`config.mk`:
```
export PLATFORM = sky130hd
export DESIGN_NAME = pp_rx_ctrl
export DESIGN_NICKNAME = d
export VERILOG_FILES = /design/src/include/pp_rx_pkg.sv /design/src/design/char_matcher.sv /design/src/design/pp_rx_ctrl.sv
export SDC_FILE = /design/constraint.sdc
export NUM_CORES = 1
export LEC_CHECK = 0
export CORE_ASPECT_RATIO = 1.5
export CORE_MARGIN = 2
export CORE_UTILIZATION = 46
export CTS_BUF_LIST = sky130_fd_sc_hd__clkbuf_4 sky130_fd_sc_hd__clkbuf_8
export DETAILED_ROUTE_END_ITERATION = 7
export DONT_BUFFER_PORTS = 1
export PLACE_DENSITY = 0.61
export SLEW_MARGIN = 10
export SYNTH_ARGS = -nofsm -noshare
export SYNTH_HDL_FRONTEND = slang
export SYNTH_SLANG_ARGS = --single-unit
export TNS_END_PERCENT = 10
```
`constraint.sdc`:
```
create_clock -name clk_sys -period 9.2 [get_ports clk_sys]
set_input_delay 1.38 -clock clk_sys [delete_from_list [all_inputs] [get_ports clk_sys]]
set_output_delay 1.38 -clock clk_sys [all_outputs]
set_load 0.05 [all_outputs]
```
`src/include/pp_rx_pkg.sv`:
```
// shared constants for the parallel port receive buffer control block
`default_nettype none
package pp_rx_pkg;
   // ************************************************************
   // register word offsets (byte addresses, one word each)
   // ************************************************************
   localparam logic [7:0] OFF_FUNC_CODE = 8'h00; // dma_function_code_byte
   localparam logic [7:0] OFF_TABLE_BASE = 8'h04; // rx_descriptor_table_base
   localparam logic [7:0] OFF_TABLE_END = 8'h08; // last descriptor index
   localparam logic [7:0] OFF_DESC_PTR = 8'h0C; // rx_descriptor_pointer
   localparam logic [7:0] OFF_CONTROL = 8'h10; // receiver enable
   localparam logic [7:0] OFF_TIMING = 8'h14; // parallel_port_timing_reg
   localparam logic [7:0] OFF_REJ_CHAR = 8'h18; // rejected_ctrl_char_reg
   localparam logic [7:0] OFF_EVENT = 8'h1C; // sticky events, read clears
   localparam logic [7:0] OFF_MASK = 8'h20; // event mask
   localparam logic [7:0] OFF_CHAR_TABLE = 8'h40; // eight entries, step 4

   // ************************************************************
   // field layout
   // ************************************************************
   localparam int FC_LSB = 0; // function code bits 3..0
   localparam int FC_WIDTH = 4;
   localparam int ORDER_BIT = 4; // byte_order_select
   localparam int ENTRY_VALID_BIT = 15; // control char entry valid
   localparam int ENTRY_REJECT_BIT = 14; // control char entry reject
   localparam int CHAR_COUNT = 8; // table depth
   localparam int EV_REJECT = 0; // rejected control char event
   localparam int EV_CLOSE = 1; // buffer closed event
   localparam int EV_ERROR = 2; // receive error event
   localparam int EV_WIDTH = 3;

   // ************************************************************
   // reset values
   // ************************************************************
   localparam logic [7:0] RST_FUNC_CODE = 8'h18; // fc 1000, big endian
   localparam logic [15:0] RST_TABLE_BASE = 16'h0000;
   localparam logic [15:0] RST_TABLE_END = 16'h0007;
   localparam logic [15:0] RST_TIMING = 16'h0101;
   localparam logic [EV_WIDTH-1:0] RST_MASK = 3'h0;

   // descriptor status codes written on buffer close
   localparam logic [1:0] STAT_NORMAL = 2'h0;
   localparam logic [1:0] STAT_CTRL = 2'h1;
   localparam logic [1:0] STAT_OVERRUN = 2'h2;
endpackage
`default_nettype wire

```
`src/design/char_matcher.sv`:
```
// control character table matcher, one compare per entry
`default_nettype none
module char_matcher (
   input wire logic [8*16-1:0] entries,
   input wire logic [7:0] rxChar,
   output logic hit,
   output logic reject
);
   logic [7:0] hits; // per entry match
   logic [7:0] rejs; // per entry reject flag

   // ************************************************************
   // compare logic
   // ************************************************************
   genvar g;
   generate
      for (g = 0; g < 8; g++) begin : gEntry
         // invalid entries never match
         assign hits[g] = entries[16*g+15] && (entries[16*g +: 8] == rxChar); // RULE_16
         assign rejs[g] = hits[g] && entries[16*g+14]; // RULE_13
      end
   endgenerate

   assign hit = |hits; // RULE_10
   assign reject = |rejs;
endmodule
`default_nettype wire

```
`src/design/pp_rx_ctrl.sv`:
```
// parallel port receive buffer control: dma words, descriptors, control chars
//
// Strobed register access and the register addresses were chosen for this implementation.
`default_nettype none

// Notes on behaviour
// (RULE_01) function code driven on every dma access
// (RULE_02) software never programs code 0111
// (RULE_03) order bit one: earlier byte in msb
// (RULE_04) order bit zero: bytes reversed in word
// (RULE_05) software writes zero to reserved bits
// (RULE_06) pointer: next when idle, current in frame
// (RULE_07) reload pointer from base, reset or end
// (RULE_08) software writes pointer only while disabled
// (RULE_09) software initialises its parameters before enable
// (RULE_10) compare against up to eight control chars
// (RULE_11) accepted char stored, buffer closed, next opened
// (RULE_12) rejected char to register, maskable interrupt
// (RULE_13) table entry: char, valid bit, reject bit
// (RULE_14) errors reported in descriptor status
// (RULE_15) timing register sets ack width and delay
// (RULE_16) invalid entries ignored, misses are data
module pp_rx_ctrl (
   input wire logic clk_sys,
   input wire logic rst_n,
   // register port
   input wire logic [7:0] regAddr,
   input wire logic [15:0] regWrData,
   input wire logic regWrite,
   input wire logic regRead,
   output logic [15:0] regRdData,
   output logic irq,
   // received byte stream, same clock
   input wire logic rxValid,
   input wire logic [7:0] rxByte,
   input wire logic rxEnd,
   input wire logic rxError,
   // dma word write out
   output logic dmaWrite,
   output logic [15:0] dmaData,
   output logic [3:0] dmaFuncCode,
   // descriptor close
   output logic descClose,
   output logic [15:0] descIndex,
   output logic [1:0] descStatus,
   // handshake timing settings
   output logic [7:0] ackWidth,
   output logic [7:0] ackBusyDelay
);
   // ************************************************************
   // state
   // ************************************************************
   typedef enum logic [1:0] {IDLE, FRAME} rxState_t;

   typedef struct packed {
      rxState_t state; // receiver phase
      logic enable; // receiver enable
      logic [7:0] funcByte; // dma_function_code_byte
      logic [15:0] tableBase; // rx_descriptor_table_base
      logic [15:0] tableEnd; // last descriptor index
      logic [15:0] descPtr; // rx_descriptor_pointer
      logic [15:0] timing; // parallel_port_timing_reg
      logic [7:0] rejChar; // rejected_ctrl_char_reg
      logic [2:0] events; // sticky status
      logic [2:0] mask; // interrupt mask
      logic [8*16-1:0] chars; // control character table
      logic half; // one byte held in word
      logic [7:0] firstByte; // earlier byte of word
      logic [15:0] rdData;
      logic irq;
      logic dmaWrite;
      logic [15:0] dmaData;
      logic descClose;
      logic [15:0] descIndex;
      logic [1:0] descStatus;
   } regs_t;

   regs_t r;
   regs_t next_r;
   logic charHit; // byte matches a valid entry
   logic charRej; // matching entry rejects

   char_matcher uMatch (
      .entries(r.chars),
      .rxChar(rxByte),
      .hit(charHit),
      .reject(charRej)
   );

   // packs two bytes in the configured byte order
   function automatic logic [15:0] packWord(input logic order, input logic [7:0] early,
                                            input logic [7:0] late);
      logic [15:0] w;
      w = order ? {early, late} : {late, early}; // RULE_03 RULE_04
      return w;
   endfunction

   // ************************************************************
   // next state logic
   // ************************************************************
   always_comb begin
      logic [15:0] wordOut; // assembled dma word
      logic doClose; // buffer close this cycle
      logic [2:0] setEv; // events raised this cycle
      wordOut = 16'h0000;
      doClose = 1'b0;
      setEv = 3'h0;
      next_r = r;
      next_r.dmaWrite = 1'b0;
      next_r.descClose = 1'b0;
      next_r.rdData = 16'h0000;

      // receive path, only while enabled
      if (r.enable && rxValid) begin
         next_r.state = FRAME;
         if (charHit && charRej) begin
            // rejected char stays out of the buffer
            next_r.rejChar = rxByte; // RULE_12
            setEv[pp_rx_pkg::EV_REJECT] = 1'b1; // RULE_12
         end else begin
            // data and accepted control chars both go to the buffer
            if (r.half) begin
               wordOut = packWord(r.funcByte[pp_rx_pkg::ORDER_BIT], r.firstByte, rxByte);
               next_r.half = 1'b0;
            end else begin
               wordOut = packWord(r.funcByte[pp_rx_pkg::ORDER_BIT], rxByte, 8'h00);
               next_r.half = 1'b1;
               next_r.firstByte = rxByte;
            end
            // a word goes out when full, or partial on close
            if (r.half || charHit || rxEnd) begin
               next_r.dmaWrite = 1'b1;
               next_r.dmaData = wordOut;
               next_r.half = 1'b0;
            end
            if (charHit) begin
               doClose = 1'b1; // RULE_11
               next_r.descStatus = pp_rx_pkg::STAT_CTRL;
            end
         end
         if (rxEnd && !doClose) begin
            doClose = 1'b1;
            next_r.descStatus = pp_rx_pkg::STAT_NORMAL;
         end
      end
      // error closes the buffer with status
      if (r.enable && rxError) begin
         doClose = 1'b1;
         next_r.descStatus = pp_rx_pkg::STAT_OVERRUN; // RULE_14
         setEv[pp_rx_pkg::EV_ERROR] = 1'b1;
         if (r.half && !next_r.dmaWrite) begin
            next_r.dmaWrite = 1'b1;
            next_r.dmaData = packWord(r.funcByte[pp_rx_pkg::ORDER_BIT], r.firstByte, 8'h00);
         end
         next_r.half = 1'b0;
      end

      // descriptor pointer holds current during frame, advances on close
      if (doClose) begin
         next_r.descClose = 1'b1;
         next_r.descIndex = r.descPtr; // RULE_06
         next_r.state = IDLE;
         setEv[pp_rx_pkg::EV_CLOSE] = 1'b1;
         if (r.descPtr >= r.tableEnd) begin
            next_r.descPtr = r.tableBase; // RULE_07
         end else begin
            next_r.descPtr = r.descPtr + 16'h0001; // RULE_06
         end
      end

      // register writes
      if (regWrite) begin
         if (regAddr == pp_rx_pkg::OFF_FUNC_CODE) begin
            next_r.funcByte = {3'h0, regWrData[4:0]}; // reserved bits forced zero
         end else if (regAddr == pp_rx_pkg::OFF_TABLE_BASE) begin
            next_r.tableBase = regWrData;
         end else if (regAddr == pp_rx_pkg::OFF_TABLE_END) begin
            next_r.tableEnd = regWrData;
         end else if (regAddr == pp_rx_pkg::OFF_DESC_PTR) begin
            // ignored while running, keeps the frame pointer sane
            if (!r.enable) begin
               next_r.descPtr = regWrData; // RULE_08
            end
         end else if (regAddr == pp_rx_pkg::OFF_CONTROL) begin
            next_r.enable = regWrData[0];
            if (!regWrData[0]) begin
               next_r.state = IDLE;
               next_r.half = 1'b0;
            end
         end else if (regAddr == pp_rx_pkg::OFF_TIMING) begin
            next_r.timing = regWrData; // RULE_15
         end else if (regAddr == pp_rx_pkg::OFF_MASK) begin
            next_r.mask = regWrData[2:0];
         end else if (regAddr[7:5] == pp_rx_pkg::OFF_CHAR_TABLE[7:5]) begin
            next_r.chars[16*regAddr[4:2] +: 16] = regWrData; // RULE_13
         end
      end

      // register reads, unmapped read as zero
      if (regRead) begin
         if (regAddr == pp_rx_pkg::OFF_FUNC_CODE) begin
            next_r.rdData = {8'h00, r.funcByte};
         end else if (regAddr == pp_rx_pkg::OFF_TABLE_BASE) begin
            next_r.rdData = r.tableBase;
         end else if (regAddr == pp_rx_pkg::OFF_TABLE_END) begin
            next_r.rdData = r.tableEnd;
         end else if (regAddr == pp_rx_pkg::OFF_DESC_PTR) begin
            next_r.rdData = r.descPtr;
         end else if (regAddr == pp_rx_pkg::OFF_CONTROL) begin
            next_r.rdData = {14'h0000, (r.state == FRAME), r.enable};
         end else if (regAddr == pp_rx_pkg::OFF_TIMING) begin
            next_r.rdData = r.timing;
         end else if (regAddr == pp_rx_pkg::OFF_REJ_CHAR) begin
            next_r.rdData = {8'h00, r.rejChar};
         end else if (regAddr == pp_rx_pkg::OFF_EVENT) begin
            next_r.rdData = {13'h0000, r.events};
            next_r.events = 3'h0; // read clears
         end else if (regAddr == pp_rx_pkg::OFF_MASK) begin
            next_r.rdData = {13'h0000, r.mask};
         end else if (regAddr[7:5] == pp_rx_pkg::OFF_CHAR_TABLE[7:5]) begin
            next_r.rdData = r.chars[16*regAddr[4:2] +: 16];
         end
      end

      // new events win over read clear
      next_r.events = next_r.events | setEv;
      next_r.irq = |(next_r.events & next_r.mask); // RULE_12
   end

   // ************************************************************
   // registers
   // ************************************************************
   always_ff @(posedge clk_sys) begin
      if (!rst_n) begin
         r <= '0;
         r.state <= IDLE;
         r.funcByte <= pp_rx_pkg::RST_FUNC_CODE;
         r.tableBase <= pp_rx_pkg::RST_TABLE_BASE;
         r.tableEnd <= pp_rx_pkg::RST_TABLE_END;
         r.descPtr <= pp_rx_pkg::RST_TABLE_BASE; // RULE_07
         r.timing <= pp_rx_pkg::RST_TIMING;
         r.mask <= pp_rx_pkg::RST_MASK;
      end else begin
         r <= next_r;
      end
   end

   // outputs straight from flip-flops
   assign regRdData = r.rdData;
   assign irq = r.irq;
   assign dmaWrite = r.dmaWrite;
   assign dmaData = r.dmaData;
   assign dmaFuncCode = r.funcByte[pp_rx_pkg::FC_LSB +: pp_rx_pkg::FC_WIDTH]; // RULE_01
   assign descClose = r.descClose;
   assign descIndex = r.descIndex;
   assign descStatus = r.descStatus;
   assign ackWidth = r.timing[7:0]; // RULE_15
   assign ackBusyDelay = r.timing[15:8]; // RULE_15

   // ************************************************************
   // checks
   // ************************************************************
   chk_reject_raises_irq: assert property (@(posedge clk_sys) disable iff (!rst_n) // RULE_12
      (r.enable && rxValid && charHit && charRej && r.mask[0] && !regWrite)
      |=> (irq && r.rejChar == $past(rxByte)))
      else $error("rejected char did not raise interrupt");

   chk_reject_no_store: assert property (@(posedge clk_sys) disable iff (!rst_n) // RULE_12
      (r.enable && rxValid && charHit && charRej && !rxError) |=> !dmaWrite)
      else $error("rejected char written to buffer");

   chk_accept_closes: assert property (@(posedge clk_sys) disable iff (!rst_n) // RULE_11
      (r.enable && rxValid && charHit && !charRej) |=> (descClose && dmaWrite))
      else $error("accepted char did not close buffer");

   chk_ptr_wraps: assert property (@(posedge clk_sys) disable iff (!rst_n) // RULE_07
      (r.enable && ((rxEnd && rxValid) || rxError) && r.descPtr >= r.tableEnd && !regWrite)
      |=> (r.descPtr == $past(r.tableBase)))
      else $error("pointer did not wrap to base");

   chk_ptr_held_frame: assert property (@(posedge clk_sys) disable iff (!rst_n) // RULE_06
      (r.state == FRAME && !descClose && !regWrite) ##1 (r.state == FRAME && !descClose)
      |-> $stable(r.descPtr))
      else $error("pointer moved inside frame");

   chk_ptr_write_blocked: assert property (@(posedge clk_sys) disable iff (!rst_n) // RULE_08
      (regWrite && regAddr == pp_rx_pkg::OFF_DESC_PTR && r.enable && !rxValid && !rxError)
      |=> $stable(r.descPtr))
      else $error("pointer written while enabled");

   chk_big_endian: assert property (@(posedge clk_sys) disable iff (!rst_n) // RULE_03
      (dmaWrite && $past(r.half) && $past(r.funcByte[4]) && $past(rxValid) && !$past(charRej))
      |-> dmaData[7:0] == $past(rxByte))
      else $error("big endian order wrong");

   chk_little_endian: assert property (@(posedge clk_sys) disable iff (!rst_n) // RULE_04
      (dmaWrite && $past(r.half) && !$past(r.funcByte[4]) && $past(rxValid) && !$past(charRej))
      |-> dmaData[15:8] == $past(rxByte))
      else $error("little endian order wrong");

   chk_error_status: assert property (@(posedge clk_sys) disable iff (!rst_n) // RULE_14
      (r.enable && rxError) |=> (descClose && descStatus == pp_rx_pkg::STAT_OVERRUN))
      else $error("error not reported in descriptor");

   chk_func_code: assert property (@(posedge clk_sys) disable iff (!rst_n) // RULE_01
      (regWrite && regAddr == pp_rx_pkg::OFF_FUNC_CODE)
      |=> (dmaFuncCode == $past(regWrData[3:0])))
      else $error("function code not presented");

   // nothing may reach the interrupt pin while every event is masked
   chk_irq_masked: assert property (@(posedge clk_sys) disable iff (!rst_n) // RULE_12
      (r.mask == 3'h0 && !regWrite)
      |=> !irq)
      else $error("masked event raised interrupt");

   // a status read empties the sticky bits when no new event lands with it
   chk_event_clear: assert property (@(posedge clk_sys) disable iff (!rst_n) // RULE_12
      (regRead && regAddr == pp_rx_pkg::OFF_EVENT && !(r.enable && (rxValid || rxError)))
      |=> (r.events == 3'h0))
      else $error("event read did not clear");

   // a normal close below the table end moves on by exactly one descriptor
   chk_ptr_advances: assert property (@(posedge clk_sys) disable iff (!rst_n) // RULE_06
      (r.enable && rxValid && rxEnd && r.descPtr < r.tableEnd && !regWrite)
      |=> (r.descPtr == $past(r.descPtr) + 16'h0001))
      else $error("pointer did not advance after close");

   // a byte missing every valid entry is packed like plain data
   chk_miss_is_data: assert property (@(posedge clk_sys) disable iff (!rst_n) // RULE_16
      (r.enable && rxValid && !charHit && !rxError)
      |=> (dmaWrite == ($past(r.half) || $past(rxEnd))))
      else $error("unmatched byte not handled as data");

   // an accepted control char marks the closed descriptor as such
   chk_ctrl_status: assert property (@(posedge clk_sys) disable iff (!rst_n) // RULE_11
      (r.enable && rxValid && charHit && !charRej && !rxError)
      |=> (descStatus == pp_rx_pkg::STAT_CTRL))
      else $error("accepted char status wrong");

   // handshake settings follow the timing register one cycle after a write
   chk_timing_write: assert property (@(posedge clk_sys) disable iff (!rst_n) // RULE_15
      (regWrite && regAddr == pp_rx_pkg::OFF_TIMING)
      |=> ({ackBusyDelay, ackWidth} == $past(regWrData)))
      else $error("timing settings not applied");
endmodule
`default_nettype wire

```
== Yosys cells after proc, flatten, opt, wreduce, memory -nomap -nowiden ==
Index checks and enable logic that the tools add are counted.

* Mux-type cells: 85
* Shift operators: 3
* Reductions and logical operators: 46
* $lt $le $gt $ge: 1
* Bitwise logic cells: 14
* Eq/ne operators: 20
* $add $sub $neg: 2

{| class="wikitable"
|+ Operators with widths
! operator !! count
|-
| 2-to-1 mux 132 bit || 5
|-
| 2-to-1 mux 16 bit || 22
|-
| 2-to-1 mux 131 bit || 2
|-
| 2-to-1 mux 128 bit || 2
|-
| bitwise mux 128 bit || 1
|-
| variable shift 16 x 34 -> 128 bit (first input constant) || 1
|-
| variable part select 128 x 8 -> 16 bit || 1
|-
| variable part select 16 x 34 -> 128 bit || 1
|-
| 2-to-1 mux 17 bit || 6
|-
| 2-to-1 mux 75 bit || 1
|-
| == test 8 bit || 8
|-
| 2-to-1 mux 64 bit || 1
|-
| 2-to-1 mux 48 bit || 1
|-
| 2-to-1 mux 3 bit || 15
|-
| negation 7 -> 34 bit || 1
|-
| == test 8 x 5 -> 1 bit (second input constant) || 4
|-
| 2-to-1 mux 32 bit || 1
|-
| logical AND 1 bit || 21
|-
| 2-to-1 mux 9 bit || 2
|-
| adder 16 x 1 -> 16 bit (second input constant) || 1
|-
| == test 8 x 4 -> 1 bit (second input constant) || 2
|-
| greater-or-equal comparator 16 bit || 1
|-
| 2-to-1 mux 2 bit || 8
|-
| OR reduction 8 bit || 2
|-
| other kinds (25) || 61
|}

* Input bits: 39
* Flip-flop bits (word level): 276

== Depth between registers and ports, before layout ==
* Depth after elaboration: 20
* Mapped depth: 14
* Mapped depth without buffers: 10

== Cells and area by module ==
Synthesis repeated with hierarchy kept, for this count alone.

* Cells, all modules: 1,707
* Area total of the unflattened synthesis: 14,736.6 um2

{| class="wikitable"
|+ Modules (own cells, without submodules)
! module !! area an instance (um2) !! seq. area each (um2) !! instances !! cells each
|-
| pp_rx_ctrl || 13,819.5 || 5,525.3 || 1 || 1,593
|-
| char_matcher || 917.1 || 0.0 || 1 || 114
|}

== Worst setup path before layout ==
Ideal clock, no wire load.

* Path type: input port to flip-flop
* From: input port regAddr[2]
* To: register (tool-made name)
* Stages on the path: 14
* Setup slack: 4.505 ns
* Required time: 9.072 ns
* Data arrival time: 4.567 ns
* Setup time: 0.128 ns
* Path through: buf_2 > buf_2 > buf_2 > inv_1 > ha_1 > or3_1 > a31o_2 > or2_2 > nor3_1 > and2_1 > buf_2 > buf_2 > mux2i_1 > nor2_1

{| class="wikitable"
|+ RTL lines
! item !! RTL line !! source
|-
| start: declaration || pp_rx_ctrl.sv:27 || <nowiki>input wire logic [7:0] regAddr,</nowiki>
|}

==> results.sh <==
export IMPL_status="finished, final reports clean"
export IMPL_placeableCoreArea_sq_um=31600
export IMPL_routed_top_layer="met4"
export IMPL_syn2layout_area_growth_pct=3.57
export IMPL_tritoncts_buffers=43
export IMPL_clock_sinks=276
export IMPL_detailed_route_iter0_violations=872
export IMPL_slew_headroom_pct=20.1
export IMPL_synth_main_ff_cell="dfxtp_1"
export IMPL_detailedPlacementHpwl_mm=30.5
export IMPL_route_detailed_vias_per_inst=5.94
export IMPL_postCtsResizedCells=0
export IMPL_insertion_delay_ns=0.61
export IMPL_ios=112
export IMPL_route_met2_wl_mm=22.2
export IMPL_synth_edff_count=0
export IMPL_worst_ep_arrival_time_ns=4.47
export IMPL_wirelength_routed_mm=43.8
export IMPL_synth_fp_nets=1825
export IMPL_max_cap_violations=0
export IMPL_met1Wirelength_mm=16.9
export IMPL_crit_path_cell_trace="inv_1, ha_1, or3_1, a31o_2, or2_2, nor2_1, nand3_1, nor3_1, a21oi_1, nor2_1"
export IMPL_number_of_warning_messages_in_the_yosys_log=0
export IMPL_grt_max_degree=87
export IMPL_dpl_instance_area_sq_um=14300
export IMPL_cts_htree_levels=2
export IMPL_postSynthAreaPerCell_sq_um=8.34
export IMPL_remaining_drc_errors=0
export IMPL_syn_instance_count=1761
export IMPL_final_nets=1681
export IMPL_asyncSetResetFlopFracSynth_pct=0
export IMPL_drt_first_pass_iters=5
export IMPL_die_height_um=223
export IMPL_post_place_cells=1982
export IMPL_grt_pass1_wl_mm=68.9
export IMPL_floorplan_rows=80
export IMPL_tightestPinTransition_ns=1.20
export IMPL_layout_commonest_cell="dfxtp_1"
export IMPL_timing_clock_skew_ns=0.0387
export IMPL_worstRegToRegCells=9
export IMPL_area_sequential_sq_um=5530
export IMPL_maxSlewViolCount=0
export IMPL_timing_final_crit_share_pct=42.7
export IMPL_critical_path_required_ns=9.74
export IMPL_grt_total_usage_pct=26.1
export IMPL_timing_rr_end="r[228]"
export IMPL_worst_r2r_startpoint="r[225]"
export IMPL_cell_type_of_the_slowest_stage_on_the_worst_timing_path="nand3_1"
export IMPL_clk_pin_slew_worst_paths_ns=0.06
export IMPL_clock_root_buffer="clkbuf_8"
export IMPL_dieArea_sq_um=33400
export IMPL_synth_area_sq_um=14700
export IMPL_antenna_cells_inserted=0
export IMPL_highest_attainable_clock_frequency_mhz=254
export IMPL_detail_route_wl_per_cell_um=21.3
export IMPL_final_cell_mix="dfxtp_1, nor2_1, a21oi_1"
export IMPL_ys_types=63
export IMPL_met3_wire_len_mm=2.75
export IMPL_report_final_setup_viol=0
export IMPL_filler_cell_count=3105
export IMPL_via_count=12200
export IMPL_post_cts_setup_buffer_count=0
export IMPL_grt_setup_unrepaired="false"
export IMPL_vias_in_the_first_global_route=12000
export IMPL_place_gp_congestion=0.909
export IMPL_sequential_cell_area_fraction_in_the_yosys_report_pct=37.6
export IMPL_finalWorstPathRequiredPeriod_ns=3.93
export IMPL_flip_flop_and_latch_count_after_synthesis=276
export IMPL_final_cells=2058
export IMPL_leakagePower_nw=5.18
export IMPL_drive_above_1_share_pct=9.22
export IMPL_endpoint_kind="flop"
export IMPL_kind_of_path_behind_the_tightest_hold_check="flop to flop"
export IMPL_min_delay_start="r[278]"
export IMPL_startpoint_type="primary input"
export IMPL_dieWidth_um=150
export IMPL_total_of_hold_buffers_inserted_after_clock_tree_synthesis=0
export IMPL_critPathMostFrequentCell="nor2_1"
export IMPL_number_of_endpoints_with_negative_hold_slack_in_the_final_report=0
export IMPL_vdd_drop_max_uv=79.2
export IMPL_timing_setup_tns_ns=0
export IMPL_crit_path_max_incr_delay_ns=0.85
export IMPL_setup_reg_to_reg_worst_slack_ns=5.42
export IMPL_layout_cell_area_excl_fill_sq_um=15200
export IMPL_cts_tree="yes"
export IMPL_multiInputGateArea_sq_um=7990
export IMPL_initial_core_util_pct=46.4
export IMPL_power_per_cell_area_nw_per_um2=160
export IMPL_antenna_found_initial=0
export IMPL_min_path_cells=2
export IMPL_grt_overflow_total=0
export IMPL_port_buffers=0
export IMPL_crit_type="primary input to flop"
export IMPL_timing_critical_path_fanout_max=43
export IMPL_cts_buffer_depth=3
export IMPL_antenna_left=0
export IMPL_min_delay_worst_endpoint="r[278]"
==> logic make-up after synthesis <==
family	after synthesis	synth area share (%)
XOR/XNOR	67	4.00
flip-flops	276	37.6
AND/OR/NAND/NOR	657	20.5
AO/OA/AOI/OAI	362	15.1
multiplexers	140	12.4
adder cells (fa/ha/maj)	25	2.13
buffers and inverters	234	8.27
==> cell usage after synthesis (4+ instances only) <==
cell | instances | share of area, %
nand3_1 | 77 | 2.6
nor2_1 | 213 | 5.4
nor3_1 | 90 | 3.1
dfxtp_1 | 276 | 38
xnor2_1 | 66 | 3.9
a21oi_1 | 185 | 6.3
clkbuf_1 | 96 | 2.5
nor3b_1 | 6 | 0.31
nor4_1 | 10 | 0.43
a22o_1 | 14 | 0.83
o2bb2ai_1 | 16 | 0.95
a221oi_1 | 5 | 0.30
nand2b_1 | 49 | 2.1
and3_1 | 10 | 0.43
inv_1 | 26 | 0.66
a31oi_1 | 13 | 0.55
a22oi_1 | 6 | 0.31
mux2_2 | 11 | 0.84
mux2i_1 | 97 | 6.6
ha_1 | 25 | 2.1
and2_1 | 8 | 0.34
a222oi_1 | 5 | 0.34
nand2_1 | 158 | 4.0
a211o_1 | 4 | 0.24
nand4_1 | 14 | 0.60
a211oi_1 | 19 | 0.97
buf_1 | 8 | 0.20
buf_2 | 20 | 0.68
buf_4 | 81 | 4.1
or3_1 | 4 | 0.17
mux4_2 | 32 | 4.9
a21o_1 | 6 | 0.31
o21ai_0 | 49 | 1.7
o31ai_1 | 10 | 0.51
==> per-layer routing <==
| metal | vias up | GRT usage, % |
|---|---|---|
| li1 | 5829 | - |
| met1 | 5877 | 30.8 |
| met3 | 121 | 5.19 |
| met5 | - | 0 |
| met2 | 407 | 45.1 |
| met4 | 0 | 12.4 |
==> critical path, delay by kind of cell <==
| family | cells | cell delay, ns |
|---|---|---|
| adder cells (fa/ha/maj) | 1 | 0.32 |
| AND/OR/NAND/NOR | 6 | 2.29 |
| AO/OA/AOI/OAI | 2 | 0.36 |
| buffers and inverters | 1 | 0.08 |
==> report_power, final <==
part	leakage (nW)	internal, mW	switching [mW]
clock	0.498	0.614	0.511
sequential	2.22	1.20	0.00244
combinational	2.46	0.0374	0.0781
==> how the worst max path moves through the flow <==
stage          slack, ns        from   end
4_1_cts             5.29  regAddr[3]  flop
2_1_floorplan       4.51  regAddr[2]  flop
3_3_place_gp        4.77  regAddr[3]  flop
3_5_place_dp        4.68  regAddr[3]  flop
6_report            5.27  regAddr[2]  flop
5_1_grt             5.00  regAddr[3]  flop
==> final cells by class <==
type / instances / area share [%]
multi-input combinational: 1251 / 52.5
sequential: 276 / 36.3
clock buffer: 69 / 5.83
tap: 410 / 3.37
inverter: 28 / 0.724
clock inverter: 7 / 0.370
timing repair buffer: 17 / 0.839
==> stage by stage <==
step	hold WS, ns	setup WS [ns]	util (%)	power (mW)
final	0.456	5.27	48.1	2.44
after detailed placement	0.441	4.68	45.1	1.34
after global placement	0.436	4.77	45.1	1.34
after floorplan	0.407	4.51	-	1.33
after global routing	0.478	5.00	48.1	2.52
after CTS	0.451	5.29	48.1	2.46
Power figures use the tool's default switching activity.
